### src/design/igm_pkg.sv
// Shared constants and carrier types for the gain/mode control slave
`default_nettype none
package igm_pkg;
    localparam logic [6:0] IGM_DEV_ADDR = 7'h6F;
    localparam int IGM_SEL_BIT = 7;
    localparam int IGM_MODE_PWR_BIT = 0;
    localparam int IGM_MODE_MUTE_BIT = 1;
    localparam int IGM_MODE_DIAG_BIT = 4;
    localparam logic [6:0] IGM_MODE_RESET = 7'h00;
    localparam logic [6:0] IGM_VOL_RESET = 7'h00;
    localparam logic [5:0] IGM_GAIN_MUTE_CODE = 6'h00;
    localparam logic [3:0] IGM_BITS_PER_BYTE = 4'h8;
    localparam logic [7:0] IGM_GAIN_M90 = 8'hA6;

    typedef struct packed {
        logic power_enable_bit;
        logic mute_bit;
        logic factory_diag_bit;
        logic [5:0] gain_code;
    } igm_amp_ctrl_t;

    typedef enum logic [3:0] {
        IGM_IDLE = 4'b0001,
        IGM_ADDR = 4'b0010,
        IGM_DATA = 4'b0100,
        IGM_ACK = 4'b1000
    } igm_state_t;
endpackage
`default_nettype wire

### src/design/igm_regs.sv
// Two-wire write-only mode and volume register slave
`timescale 1ns/1ns
`default_nettype none
module igm_regs
    import igm_pkg::*;
(
    input wire logic i_clk_sys,
    input wire logic i_rst,
    input wire logic i_reset_n,
    input wire logic i_scl,
    input wire logic i_sda,
    output logic o_sda,
    output logic o_sda_oe_n,
    output igm_amp_ctrl_t o_amp,
    output logic signed [7:0] o_gain_db
);
    logic scl_s, sda_s, rstn_s, scl_d, sda_d;
    igm_state_t state, next_state;
    logic [3:0] bit_cnt;
    logic [7:0] shreg;
    logic [6:0] mode_control, volume_control;
    logic addressed;
    logic ack_drive;

    // Pins cross domains, so two flops before any use
    igm_sync u_sync_scl (.i_clk_sys(i_clk_sys), .i_rst(i_rst), .i_pin(i_scl), .o_sync(scl_s));
    igm_sync u_sync_sda (.i_clk_sys(i_clk_sys), .i_rst(i_rst), .i_pin(i_sda), .o_sync(sda_s));
    igm_sync u_sync_rst (.i_clk_sys(i_clk_sys), .i_rst(i_rst), .i_pin(i_reset_n), .o_sync(rstn_s));

    wire scl_rise = scl_s & ~scl_d;
    wire scl_fall = ~scl_s & scl_d;
    wire start_cond = scl_s & scl_d & sda_d & ~sda_s;
    wire stop_cond = scl_s & scl_d & ~sda_d & sda_s;
    wire [7:0] byte_in = {shreg[6:0], sda_s};
    wire byte_done = scl_rise && (bit_cnt == IGM_BITS_PER_BYTE - 4'h1);
    wire addr_hit = (byte_in[7:1] == IGM_DEV_ADDR) && !byte_in[0];
    wire is_vol = byte_in[IGM_SEL_BIT];
    wire in_shift = (state == IGM_ADDR) || (state == IGM_DATA);

    always_comb begin
        next_state = state;
        case (state)
            IGM_IDLE: next_state = state;
            IGM_ADDR: if (byte_done) next_state = addr_hit ? IGM_ACK : IGM_IDLE;
            IGM_DATA: if (byte_done) next_state = IGM_ACK;
            IGM_ACK: if (scl_fall && ack_drive) next_state = IGM_DATA;
            default: next_state = IGM_IDLE;
        endcase
        if (start_cond) next_state = IGM_ADDR;
        else if (stop_cond) next_state = IGM_IDLE;
        if (!rstn_s) next_state = IGM_IDLE;
    end

    always_ff @(posedge i_clk_sys or posedge i_rst) begin
        if (i_rst) begin
            scl_d <= 1'b1;
            sda_d <= 1'b1;
            state <= IGM_IDLE;
            bit_cnt <= 4'h0;
            shreg <= 8'h00;
        end else begin
            scl_d <= scl_s;
            sda_d <= sda_s;
            state <= next_state;
            if (start_cond || state == IGM_ACK) bit_cnt <= 4'h0;
            else if (in_shift && scl_rise) bit_cnt <= bit_cnt + 4'h1;
            if (in_shift && scl_rise) shreg <= byte_in;
        end
    end

    // Ack window: low from falling edge after 8th bit to next falling edge
    // Toggle per fall: first fall opens, second closes and leaves ack state
    always_ff @(posedge i_clk_sys or posedge i_rst) begin
        if (i_rst) begin
            ack_drive <= 1'b0;
            addressed <= 1'b0;
        end else if (!rstn_s || start_cond || stop_cond) begin
            ack_drive <= 1'b0;
            addressed <= 1'b0;
        end else if (state == IGM_ACK && scl_fall) begin
            ack_drive <= ~ack_drive;
            addressed <= 1'b1;
        end
    end

    always_ff @(posedge i_clk_sys or posedge i_rst) begin
        if (i_rst) begin
            mode_control <= IGM_MODE_RESET;
            volume_control <= IGM_VOL_RESET;
        end else if (!rstn_s) begin
            mode_control <= IGM_MODE_RESET;
            volume_control <= IGM_VOL_RESET;
        end else if (state == IGM_DATA && byte_done && !start_cond && !stop_cond) begin
            if (is_vol) volume_control <= byte_in[6:0];
            else mode_control <= byte_in[6:0];
        end
    end

    wire [5:0] eff_code = mode_control[IGM_MODE_MUTE_BIT] ? IGM_GAIN_MUTE_CODE : volume_control[5:0];
    // Gain table; upper codes repeat low steps, then ramp
    wire signed [7:0] code_s = signed'({2'b00, eff_code});
    wire signed [7:0] ramp_lo = code_s * 8'sh02 - 8'sh16;
    wire signed [7:0] ramp_hi = code_s * 8'sh02 - 8'sh4E;
    logic signed [7:0] gain_lut;
    always_comb begin
        case (eff_code)
            6'h00, 6'h20: gain_lut = IGM_GAIN_M90;
            6'h01, 6'h21: gain_lut = 8'shE7;
            6'h02, 6'h22: gain_lut = 8'shEA;
            6'h03, 6'h23: gain_lut = 8'shED;
            6'h04, 6'h24: gain_lut = 8'shF0;
            6'h05, 6'h25: gain_lut = 8'shF3;
            6'h06, 6'h26: gain_lut = 8'shF6;
            6'h07, 6'h27: gain_lut = 8'shF8;
            6'h28: gain_lut = 8'shFA;
            6'h29: gain_lut = 8'shFC;
            6'h2A: gain_lut = 8'sh00;
            6'h2B: gain_lut = 8'sh04;
            6'h2C: gain_lut = 8'sh08;
            default: gain_lut = eff_code[5] ? ramp_hi : ramp_lo;
        endcase
    end

    always_ff @(posedge i_clk_sys or posedge i_rst) begin
        if (i_rst) begin
            o_amp <= '0;
            o_gain_db <= IGM_GAIN_M90;
            o_sda <= 1'b0;
            o_sda_oe_n <= 1'b1;
        end else begin
            o_amp.power_enable_bit <= mode_control[IGM_MODE_PWR_BIT];
            o_amp.mute_bit <= mode_control[IGM_MODE_MUTE_BIT];
            o_amp.factory_diag_bit <= mode_control[IGM_MODE_DIAG_BIT];
            o_amp.gain_code <= volume_control[5:0];
            o_gain_db <= gain_lut;
            o_sda <= 1'b0;
            o_sda_oe_n <= ~ack_drive;
        end
    end

    AST_NO_READ_ACK: assert property (@(posedge i_clk_sys) disable iff (i_rst)
        (state == IGM_ADDR && byte_done && byte_in[0]) |=> state == IGM_IDLE)
        else $error("read address accepted");
    AST_MUTE_GAIN: assert property (@(posedge i_clk_sys) disable iff (i_rst)
        mode_control[IGM_MODE_MUTE_BIT] |=> o_gain_db == IGM_GAIN_M90)
        else $error("mute gain wrong");
    AST_RESET_CLEARS: assert property (@(posedge i_clk_sys) disable iff (i_rst)
        !rstn_s |=> volume_control == 7'h00 && mode_control == 7'h00)
        else $error("reset pin did not clear");
    AST_IDLE_HOLDS: assert property (@(posedge i_clk_sys) disable iff (i_rst)
        (rstn_s && state == IGM_IDLE && !start_cond) |=> $stable(mode_control) && $stable(volume_control))
        else $error("write while idle");
    AST_MODE_LOAD: assert property (@(posedge i_clk_sys) disable iff (i_rst)
        (rstn_s && state == IGM_DATA && byte_done && !byte_in[7] && !stop_cond) |=> mode_control == $past(byte_in[6:0]))
        else $error("mode load wrong");
    AST_VOL_LOAD: assert property (@(posedge i_clk_sys) disable iff (i_rst)
        (rstn_s && state == IGM_DATA && byte_done && byte_in[7] && !stop_cond) |=> volume_control == $past(byte_in[6:0]))
        else $error("volume load wrong");
    AST_ACK_AFTER_BYTE: assert property (@(posedge i_clk_sys) disable iff (i_rst)
        (rstn_s && state == IGM_DATA && byte_done && !start_cond && !stop_cond) |=> state == IGM_ACK)
        else $error("data byte not acked");
    AST_ACK_ON_MATCH: assert property (@(posedge i_clk_sys) disable iff (i_rst)
        $rose(ack_drive) |-> $past(state) == IGM_ACK)
        else $error("ack outside window");
    AST_ADDR_MISS: assert property (@(posedge i_clk_sys) disable iff (i_rst)
        (state == IGM_ADDR && byte_done && !addr_hit) |=> state == IGM_IDLE)
        else $error("foreign address accepted");
    AST_ACK_ENDS: assert property (@(posedge i_clk_sys) disable iff (i_rst)
        (state == IGM_DATA) |-> !ack_drive)
        else $error("ack held into data");
    AST_CUT_BYTE: assert property (@(posedge i_clk_sys) disable iff (i_rst)
        (rstn_s && (start_cond || stop_cond)) |=> $stable(mode_control) && $stable(volume_control))
        else $error("cut byte applied");
    AST_PWR_FOLLOWS: assert property (@(posedge i_clk_sys) disable iff (i_rst)
        ##1 o_amp.power_enable_bit == $past(mode_control[IGM_MODE_PWR_BIT]))
        else $error("power bit mismatch");
    COV_ADDR_ACK: cover property (@(posedge i_clk_sys) disable iff (i_rst) $rose(ack_drive) && !addressed);
    COV_VOL_WRITE: cover property (@(posedge i_clk_sys) disable iff (i_rst) $changed(volume_control));
    COV_MUTE: cover property (@(posedge i_clk_sys) disable iff (i_rst) $rose(mode_control[IGM_MODE_MUTE_BIT]));
    COV_CUT_BYTE: cover property (@(posedge i_clk_sys) disable iff (i_rst) state == IGM_DATA && stop_cond && bit_cnt > 4'h2);
endmodule
`default_nettype wire

### src/design/igm_sync.sv
// Two-flop synchroniser for one pin
`timescale 1ns/1ns
`default_nettype none
module igm_sync (
    input wire logic i_clk_sys,
    input wire logic i_rst,
    input wire logic i_pin,
    output logic o_sync
);
    logic meta;
    always_ff @(posedge i_clk_sys or posedge i_rst) begin
        if (i_rst) begin
            meta <= 1'b1;
            o_sync <= 1'b1;
        end else begin
            meta <= i_pin;
            o_sync <= meta;
        end
    end
endmodule
`default_nettype wire

### config.mk
export PLATFORM = sky130hd
export DESIGN_NAME = igm_regs
export DESIGN_NICKNAME = d
export VERILOG_FILES = /design/src/design/igm_pkg.sv /design/src/design/igm_regs.sv /design/src/design/igm_sync.sv
export SDC_FILE = /design/constraint.sdc
export NUM_CORES = 1
export LEC_CHECK = 0
export BUFFER_PORTS_ARGS = -buffer_cell sky130_fd_sc_hd__buf_2
export CAP_MARGIN = 20
export CORE_MARGIN = 2
export CORE_UTILIZATION = 52
export CTS_BUF_LIST = sky130_fd_sc_hd__clkbuf_8 sky130_fd_sc_hd__clkbuf_16
export DETAILED_ROUTE_END_ITERATION = 7
export HOLD_SLACK_MARGIN = 0.08
export PLACE_DENSITY = 0.75
export SETUP_SLACK_MARGIN = 0.4
export SLEW_MARGIN = 10
export SYNTH_ARGS = -nofsm -noshare
export SYNTH_HDL_FRONTEND = slang
export SYNTH_SLANG_ARGS = --single-unit
export TNS_END_PERCENT = 100
### constraint.sdc
create_clock -name i_clk_sys -period 1.5 [get_ports i_clk_sys]
set_input_delay 0.075 -clock i_clk_sys [delete_from_list [all_inputs] [get_ports i_clk_sys]]
set_output_delay 0.075 -clock i_clk_sys [all_outputs]
set_load 0.01 [all_outputs]
==> impl_results.md, run 1 <==
- Status: finished with violations
- Failing checks: negative setup slack
- RSZ-0062 raised after global routing: yes
- Main flop type after synthesis: dfrtp_1
- Crit path max fanout: 5
- Warnings, synthesis: 0
- Layout fillers: between 300 and 400
- First-pass GRT wire length: between 8000 and 9000 µm
- Total length of routed wires: 4874 µm
- Max cap viols: 0
- Area after DPL: ~2600 µm²
- FP Rows: 24
- DRT iter0 DRCs: about 170
- Syn-to-layout area delta: 33.02%
- Period utilization: 110.7%
- Net Count, Synth: roughly 200
- Clock root buffer: clkbuf_8
- Crit-path cells: buf_6 > nor4b_4 > buf_4 > o21ai_4 > clkbuf_16 > mux2_4
- CTS Buf Count: 5
- Max Slew Vio Count: 0
- Post-Syn Area: between 2000 and 2500 µm²
- Starting density of the core: a little over half
- Sequential share of the synthesized area: a little under three fifths
- Distinct cells, synth: a little over 50
- IO Port Bufs: 22
- Final ANT Viol Nets: 0
- Antenna violations before repair: 0
- Wire length per cell: roughly 16 µm
- Die height: 70.18 µm
- Fraction of layout cells with a size suffix above 1: a little under half
- Post-route cell area: between 3000 and 4000 µm²
- Crit path max-delay family: buffers and inverters
- DR WL met3: around 230 µm
- Die span in x: 70.18 µm
- H-tree Lvls: 2
- Clock latency on the worst-skew pair: 0.30 ns
- Finished Layout Cells: between 300 and 400
- Clock Skew: between 0.006 and 0.007 ns
- Total iterations of the first detailed-routing run: 4
- Largest net degree at the start of global routing: 37
- Vias/cell: 5.546
- GP Congestion: between 0.8 and 0.9
- Post-synth top area cell: dfrtp_1
- Final Hold Fails: 0
- Slowest CP cell: dfrtp_2
- PD cells: 781.7 nW/µm²
- Hold Slack: around 0.3 ns
- Global-route usage over all layers: 21.44%
- Endpoints failing setup: 20
- Number of global-route vias before repair: between 1500 and 2000
- Clock tree buffer depth: 2
- Crit path DAT: roughly 1.9 ns
- GRT overflow: 0
- Post-route setup TNS: -2.309 ns
- Post-synth top area share: between 40% and 50%
- Final WS setup: -0.1612 ns
- DP Cell Count: 283
- Metal1 wirelength: roughly 2300 µm
- Syn avg cell area: ~12 µm²
- Vias post-DR: about 1700
- Post-synth EDFFs: 0
- Crit path largest cell delay: between 0.4 and 0.5 ns
- Critical path class: reg -> reg
- I/O Pins: 24
- Yosys reg bits: slightly above 50
- Final Util: just over 70%
- CP Capture Type: register
- Critical path depth: 6
- Pleak: 1.418 nW
- Worst hold path type: in -> async
- Total inserted antenna cells: 0
- Residual DRC count: 0
- CP startpoint kind: register
- Async S/R FF share, synth: 100.0%
- Fin crit period: around 1.7 ns
- Highest routed layer: met4
- R2r worst-path depth: 6
- Final #Nets: between 200 and 300
- Worst path required time: between 1.5 and 2 ns
- CTS tree: yes
- Met2 Wirelength: between 2000 and 2500 µm
- DP HPWL: ~3000 µm
- CTS clk-pin slew, worst paths: 0.09 ns
- Worst Path Buf+Inv: 3
- Cell count after synthesis: 198
- Area of the die: 4925 µm²
- Core Region: between 4000 and 5000 µm²
- Top area cells in the synthesized netlist: dfrtp_1 (41%), dfstp_2 (16%), mux2_2 (3.5%)
- Maximum VDD drop: around 0.46 mV
- # clock sinks: 51
- Max Freq: 602.0 MHz
==> worst min-delay path: stages <==
cell and delay, ns:
dlygate4sd3_1 0.53, buf_2 0.13, clkinvlp_4 0.26
==> layout by cell type, fill, tap and decap left out, drive strengths merged, types with 2 or more instances in the layout <==
cell type | Yosys | layout
nor2b | 3 | 3
dfrtp | 37 | 37
a221o | 2 | 2
and3 | 2 | 2
or2 | 2 | 2
a31oi | 2 | 2
dlygate4sd3 | 0 | 4
nor4b | 3 | 3
nor2 | 18 | 18
a21oi | 4 | 4
o211ai | 4 | 4
xor2 | 4 | 4
a211oi | 2 | 2
buf | 3 | 61
dfstp | 14 | 14
xnor2 | 3 | 3
o21ai | 16 | 16
inv | 6 | 6
clkbuf | 8 | 8
nor4 | 2 | 2
nand3b | 2 | 2
nand3 | 4 | 4
and2 | 2 | 2
a22o | 6 | 6
nand4b | 3 | 3
or3 | 2 | 2
a221oi | 2 | 2
mux2i | 3 | 3
mux2 | 7 | 7
a211o | 2 | 2
nand2 | 13 | 13
==> sequential cells by signal, summed over array words and instances, names as in the netlist, 3 cells and up <==
signal	count
bit_cnt	4
mode_control	3
o_amp	9
o_gain_db	8
shreg	7
state	4
volume_control	6
==> per-stage QoR <==
step           setup slack, ns  total power, mW
2_1_floorplan          -0.1117            1.500
3_3_place_gp           -0.1163            1.527
3_5_place_dp           -0.1573            1.529
4_1_cts                -0.1320            2.388
5_1_grt                -0.2077            2.476
6_report               -0.1612            2.368
==> Yosys cell counts, types with 3 or more instances <==
library cell   n
o21ai_0       15
nand3_1        4
dfrtp_1       37
mux2i_1        3
a21oi_1        4
o211ai_1       4
inv_1          6
clkbuf_1       8
a22o_1         6
nand4b_1       3
mux2_2         7
nor2_1        18
dfstp_2       14
nor2b_1        3
xnor2_1        3
xor2_1         4
nand2_1       13
==> routing by layer <==
layer	up-vias	global-route usage, %
li1	839	-
met1	836	28.80
met2	53	33.44
met3	8	5.051
met4	0	9.188
met5	-	0
==> final timing paths <==
kind / endpoint / startpoint / slack, ns
worst min-delay path: ack_drive / i_rst / 0.30
min in group i_clk_sys: u_sync_sda.o_sync / u_sync_sda.meta / 0.36
worst max register to register: shreg[3] / state[1] / -0.16
max in group asynchronous: u_sync_sda.meta / i_rst / 0.65
worst min register to register: u_sync_sda.o_sync / u_sync_sda.meta / 0.36
worst max-delay path: shreg[3] / state[1] / -0.16
==> kinds of logic after synthesis <==
| kind of cell | after synthesis | synth area share [%] |
|---|---|---|
| flip-flops | 51 | 56.81 |
| AND/OR/NAND/NOR | 63 | 16.87 |
| adder cells (fa/ha/maj) | 1 | 0.5494 |
| AO/OA/AOI/OAI | 48 | 14.78 |
| multiplexers | 10 | 4.780 |
| XOR/XNOR | 7 | 2.692 |
| other | 1 | 0.1647 |
| buffers and inverters | 17 | 3.352 |
==> timing repair <==
item                       in CTS  in global routing
cloned                          1                  0
resized for setup              28                  7
setup buffers                  16                  1
pin swaps                      14                  5
hold buffers                    4                  0
setup endpoints to repair      33                 33
hold endpoints to repair       39                  0
==> report_power, final <==
| part | total (mW) | internal (mW) | leakage [nW] | switching, mW |
|---|---|---|---|---|
| clock network | 0.840 | 0.415 | 0.0557 | 0.426 |
| registers | 1.42 | 1.40 | 0.656 | 0.0196 |
| logic | 0.107 | 0.0462 | 0.706 | 0.0612 |
==> layout make-up <==
class | count | area [µm²] | share of cell area (%)
clock buffer | 7 | 96.34 | 3.180
clock inverter | 1 | 3.754 | 0.1239
inverter | 6 | 26.28 | 0.8674
multi-input combinational | 130 | 1026 | 33.87
sequential | 51 | 1300 | 42.92
tap | 52 | 65.06 | 2.148
timing repair buffer | 66 | 511.7 | 16.89
(Power assumes the default switching activity.)
==> inputs of run 2 (changes only) <==
- PLACE_DENSITY: 0.75 -> unset
- PLACE_DENSITY_LB_ADDON: unset -> 0.25
==> impl_results.md, run 2 (synthesis gave the netlist of run 1 again) <==
- Global-route usage over all layers: between 20 and 25%
- Antenna violations before repair: 0
- Final Util: 71.62%
- Crit path from: state[1]
- IO Port Bufs: 22
- Layout fillers: 302
- Area of the die: around 4900 µm²
- FP Rows: 24
- I/O Pins: 24
- Final Hold Fails: 0
- # clock sinks: a little over 50
- Max cap viols: 0
- Syn-to-layout area delta: 35.05%
- Clock tree buffer depth: 2
- CP Capture Type: register
- Crit path DAT: about 1.8 ns
- Most frequent cells in the layout: dfrtp_1 (31), buf_4 (29), buf_2 (22)
- Worst reg2reg path startpoint: state[1]
- Post-route setup TNS: -2.684 ns
- Vias/cell: between 5 and 6
- Wire length per cell: between 15 and 20 µm
- Die span in x: ~70 µm
- H-tree Lvls: 2
- Pre-CTS setup slack: -0.2233 ns
- Residual DRC count: 0
- Number of global-route vias before repair: between 1500 and 2000
- First-pass GRT wire length: roughly 8300 µm
- CTS Buf Count: 5
- Total inserted antenna cells: 0
- Worst path required time: between 1.5 and 2 ns
- Critical Path Sink: state[3]
- Worst hold path type: in -> async
- Hold Slack: 0.3332 ns
- DRT iter0 DRCs: 95
- CP startpoint kind: register
- Maximum VDD drop: around 0.54 mV
- R2r worst-path depth: 6
- Starting density of the core: between 50% and 60%
- Endpoints failing setup: 21
- Die height: 70.18 µm
- Registers with the most flip-flops: o_amp (9), o_gain_db (8), shreg (7)
- Max Freq: 599.7 MHz
- Largest net degree at the start of global routing: 32
- Most common cell after layout, fill and taps aside: dfrtp_1
- Fin crit period: between 1.5 and 2 ns
- RSZ-0062 raised after global routing: yes
- Clock Skew: around 0.015 ns
- Clock root buffer: clkbuf_8
- Final #Nets: between 200 and 300
- CTS tree: yes
- Fraction of layout cells with a size suffix above 1: 46.72%
- Failing checks: negative setup slack
- Crit path max-delay family: simple AND/OR/NAND/NOR gates
- Worst Path Buf+Inv: 2
- Top reg by flops: o_amp
- DP Cell Count: 282
- Crit path max fanout: 4
- Final WS setup: -0.1676 ns
- Crit path largest cell delay: about 0.44 ns
- Critical path class: reg -> reg
- Finished Layout Cells: 311
- Status: finished with violations
- Critical path depth: 6
- GP Congestion: 0.8474
- CTS clk-pin slew, worst paths: 0.10 ns
- Pleak: around 1.4 nW
- Total length of routed wires: 5085 µm
- Clock latency on the worst-skew pair: ~0.3 ns
- GRT overflow: 0
- Period utilization: 111.2%
- Total iterations of the first detailed-routing run: 4
- Final ANT Viol Nets: 0
- Max Slew Vio Count: 0
- Crit-path cells: buf_4 > buf_6 > nor4b_4 > nand2_2 > o211ai_1 > a221oi_2
- DP HPWL: approximately 3300 µm
- Slowest CP cell: dfrtp_2
- Worst reg2reg endpoint: state[3]
- Max reg flops: 9
- Vias post-DR: ~1800
- PD cells: 854.8 nW/µm²
- Core Region: 4294 µm²
- R2R Setup Slk: -0.17 ns
run 2: layout make-up:
cell class / count / area, µm² / share of cell area, %
Inverter: 6 / 26.28 / 0.8544
Timing Repair Buffer: 64 / 500.5 / 16.27
Clock inverter: 3 / 63.81 / 2.075
Sequential cell: 51 / 1301 / 42.31
Tap cell: 52 / 65.06 / 2.116
Clock buffer: 5 / 68.82 / 2.238
Multi-Input combinational cell: 130 / 1050 / 34.13
run 2: per-stage QoR:
stage               cell area [µm²]  power [mW]
floorplan                      2369       1.500
global placement               2614       1.526
detailed placement             2614       1.534
CTS                            2973       2.638
global route                   3075       2.724
finish                         3075       2.629
run 2: per-layer routing:
metal  routed length [µm]  global-route usage, %  vias to the layer above
li1                     -                      -                      836
met1                 2290                  29.31                      884
met2                 2479                  33.76                       42
met3                  209                  4.906                       12
met4                  106                  7.906                        0
met5                    0                      0                        -
run 2: how the worst min path moves through the flow:
stage,start,to,cells past startpoint
global route,u_sync_scl.meta,u_sync_scl.o_sync,0
CTS,i_rst,bit_cnt[3],3
floorplan,i_reset_n,u_sync_rst.meta,0
detailed placement,i_rst,o_amp[8],2
global placement,i_rst,o_amp[8],2
finish,i_rst,bit_cnt[3],3
run 2: where the power goes:
part | internal (mW) | total, mW | switching, mW
Sequential | 1.40 | 1.42 | 0.0207
Combinational | 0.0505 | 0.116 | 0.0653
Clock | 0.660 | 1.09 | 0.432
run 2: what timing repair did:
action	in CTS	in global routing
endpoints found under the setup margin	33	33
hold buffers	4	0
pin swaps	10	9
gates resized for setup	22	14
hold endpoints to repair	15	0
buffers inserted	10	6
cloned	1	0
run 2: worst reg2reg max path: stages (launching register included):
cell	delay (ns)
dfrtp_2	0.44
buf_4	0.16
buf_6	0.12
nor4b_4	0.35
nand2_2	0.15
o211ai_1	0.19
a221oi_2	0.12
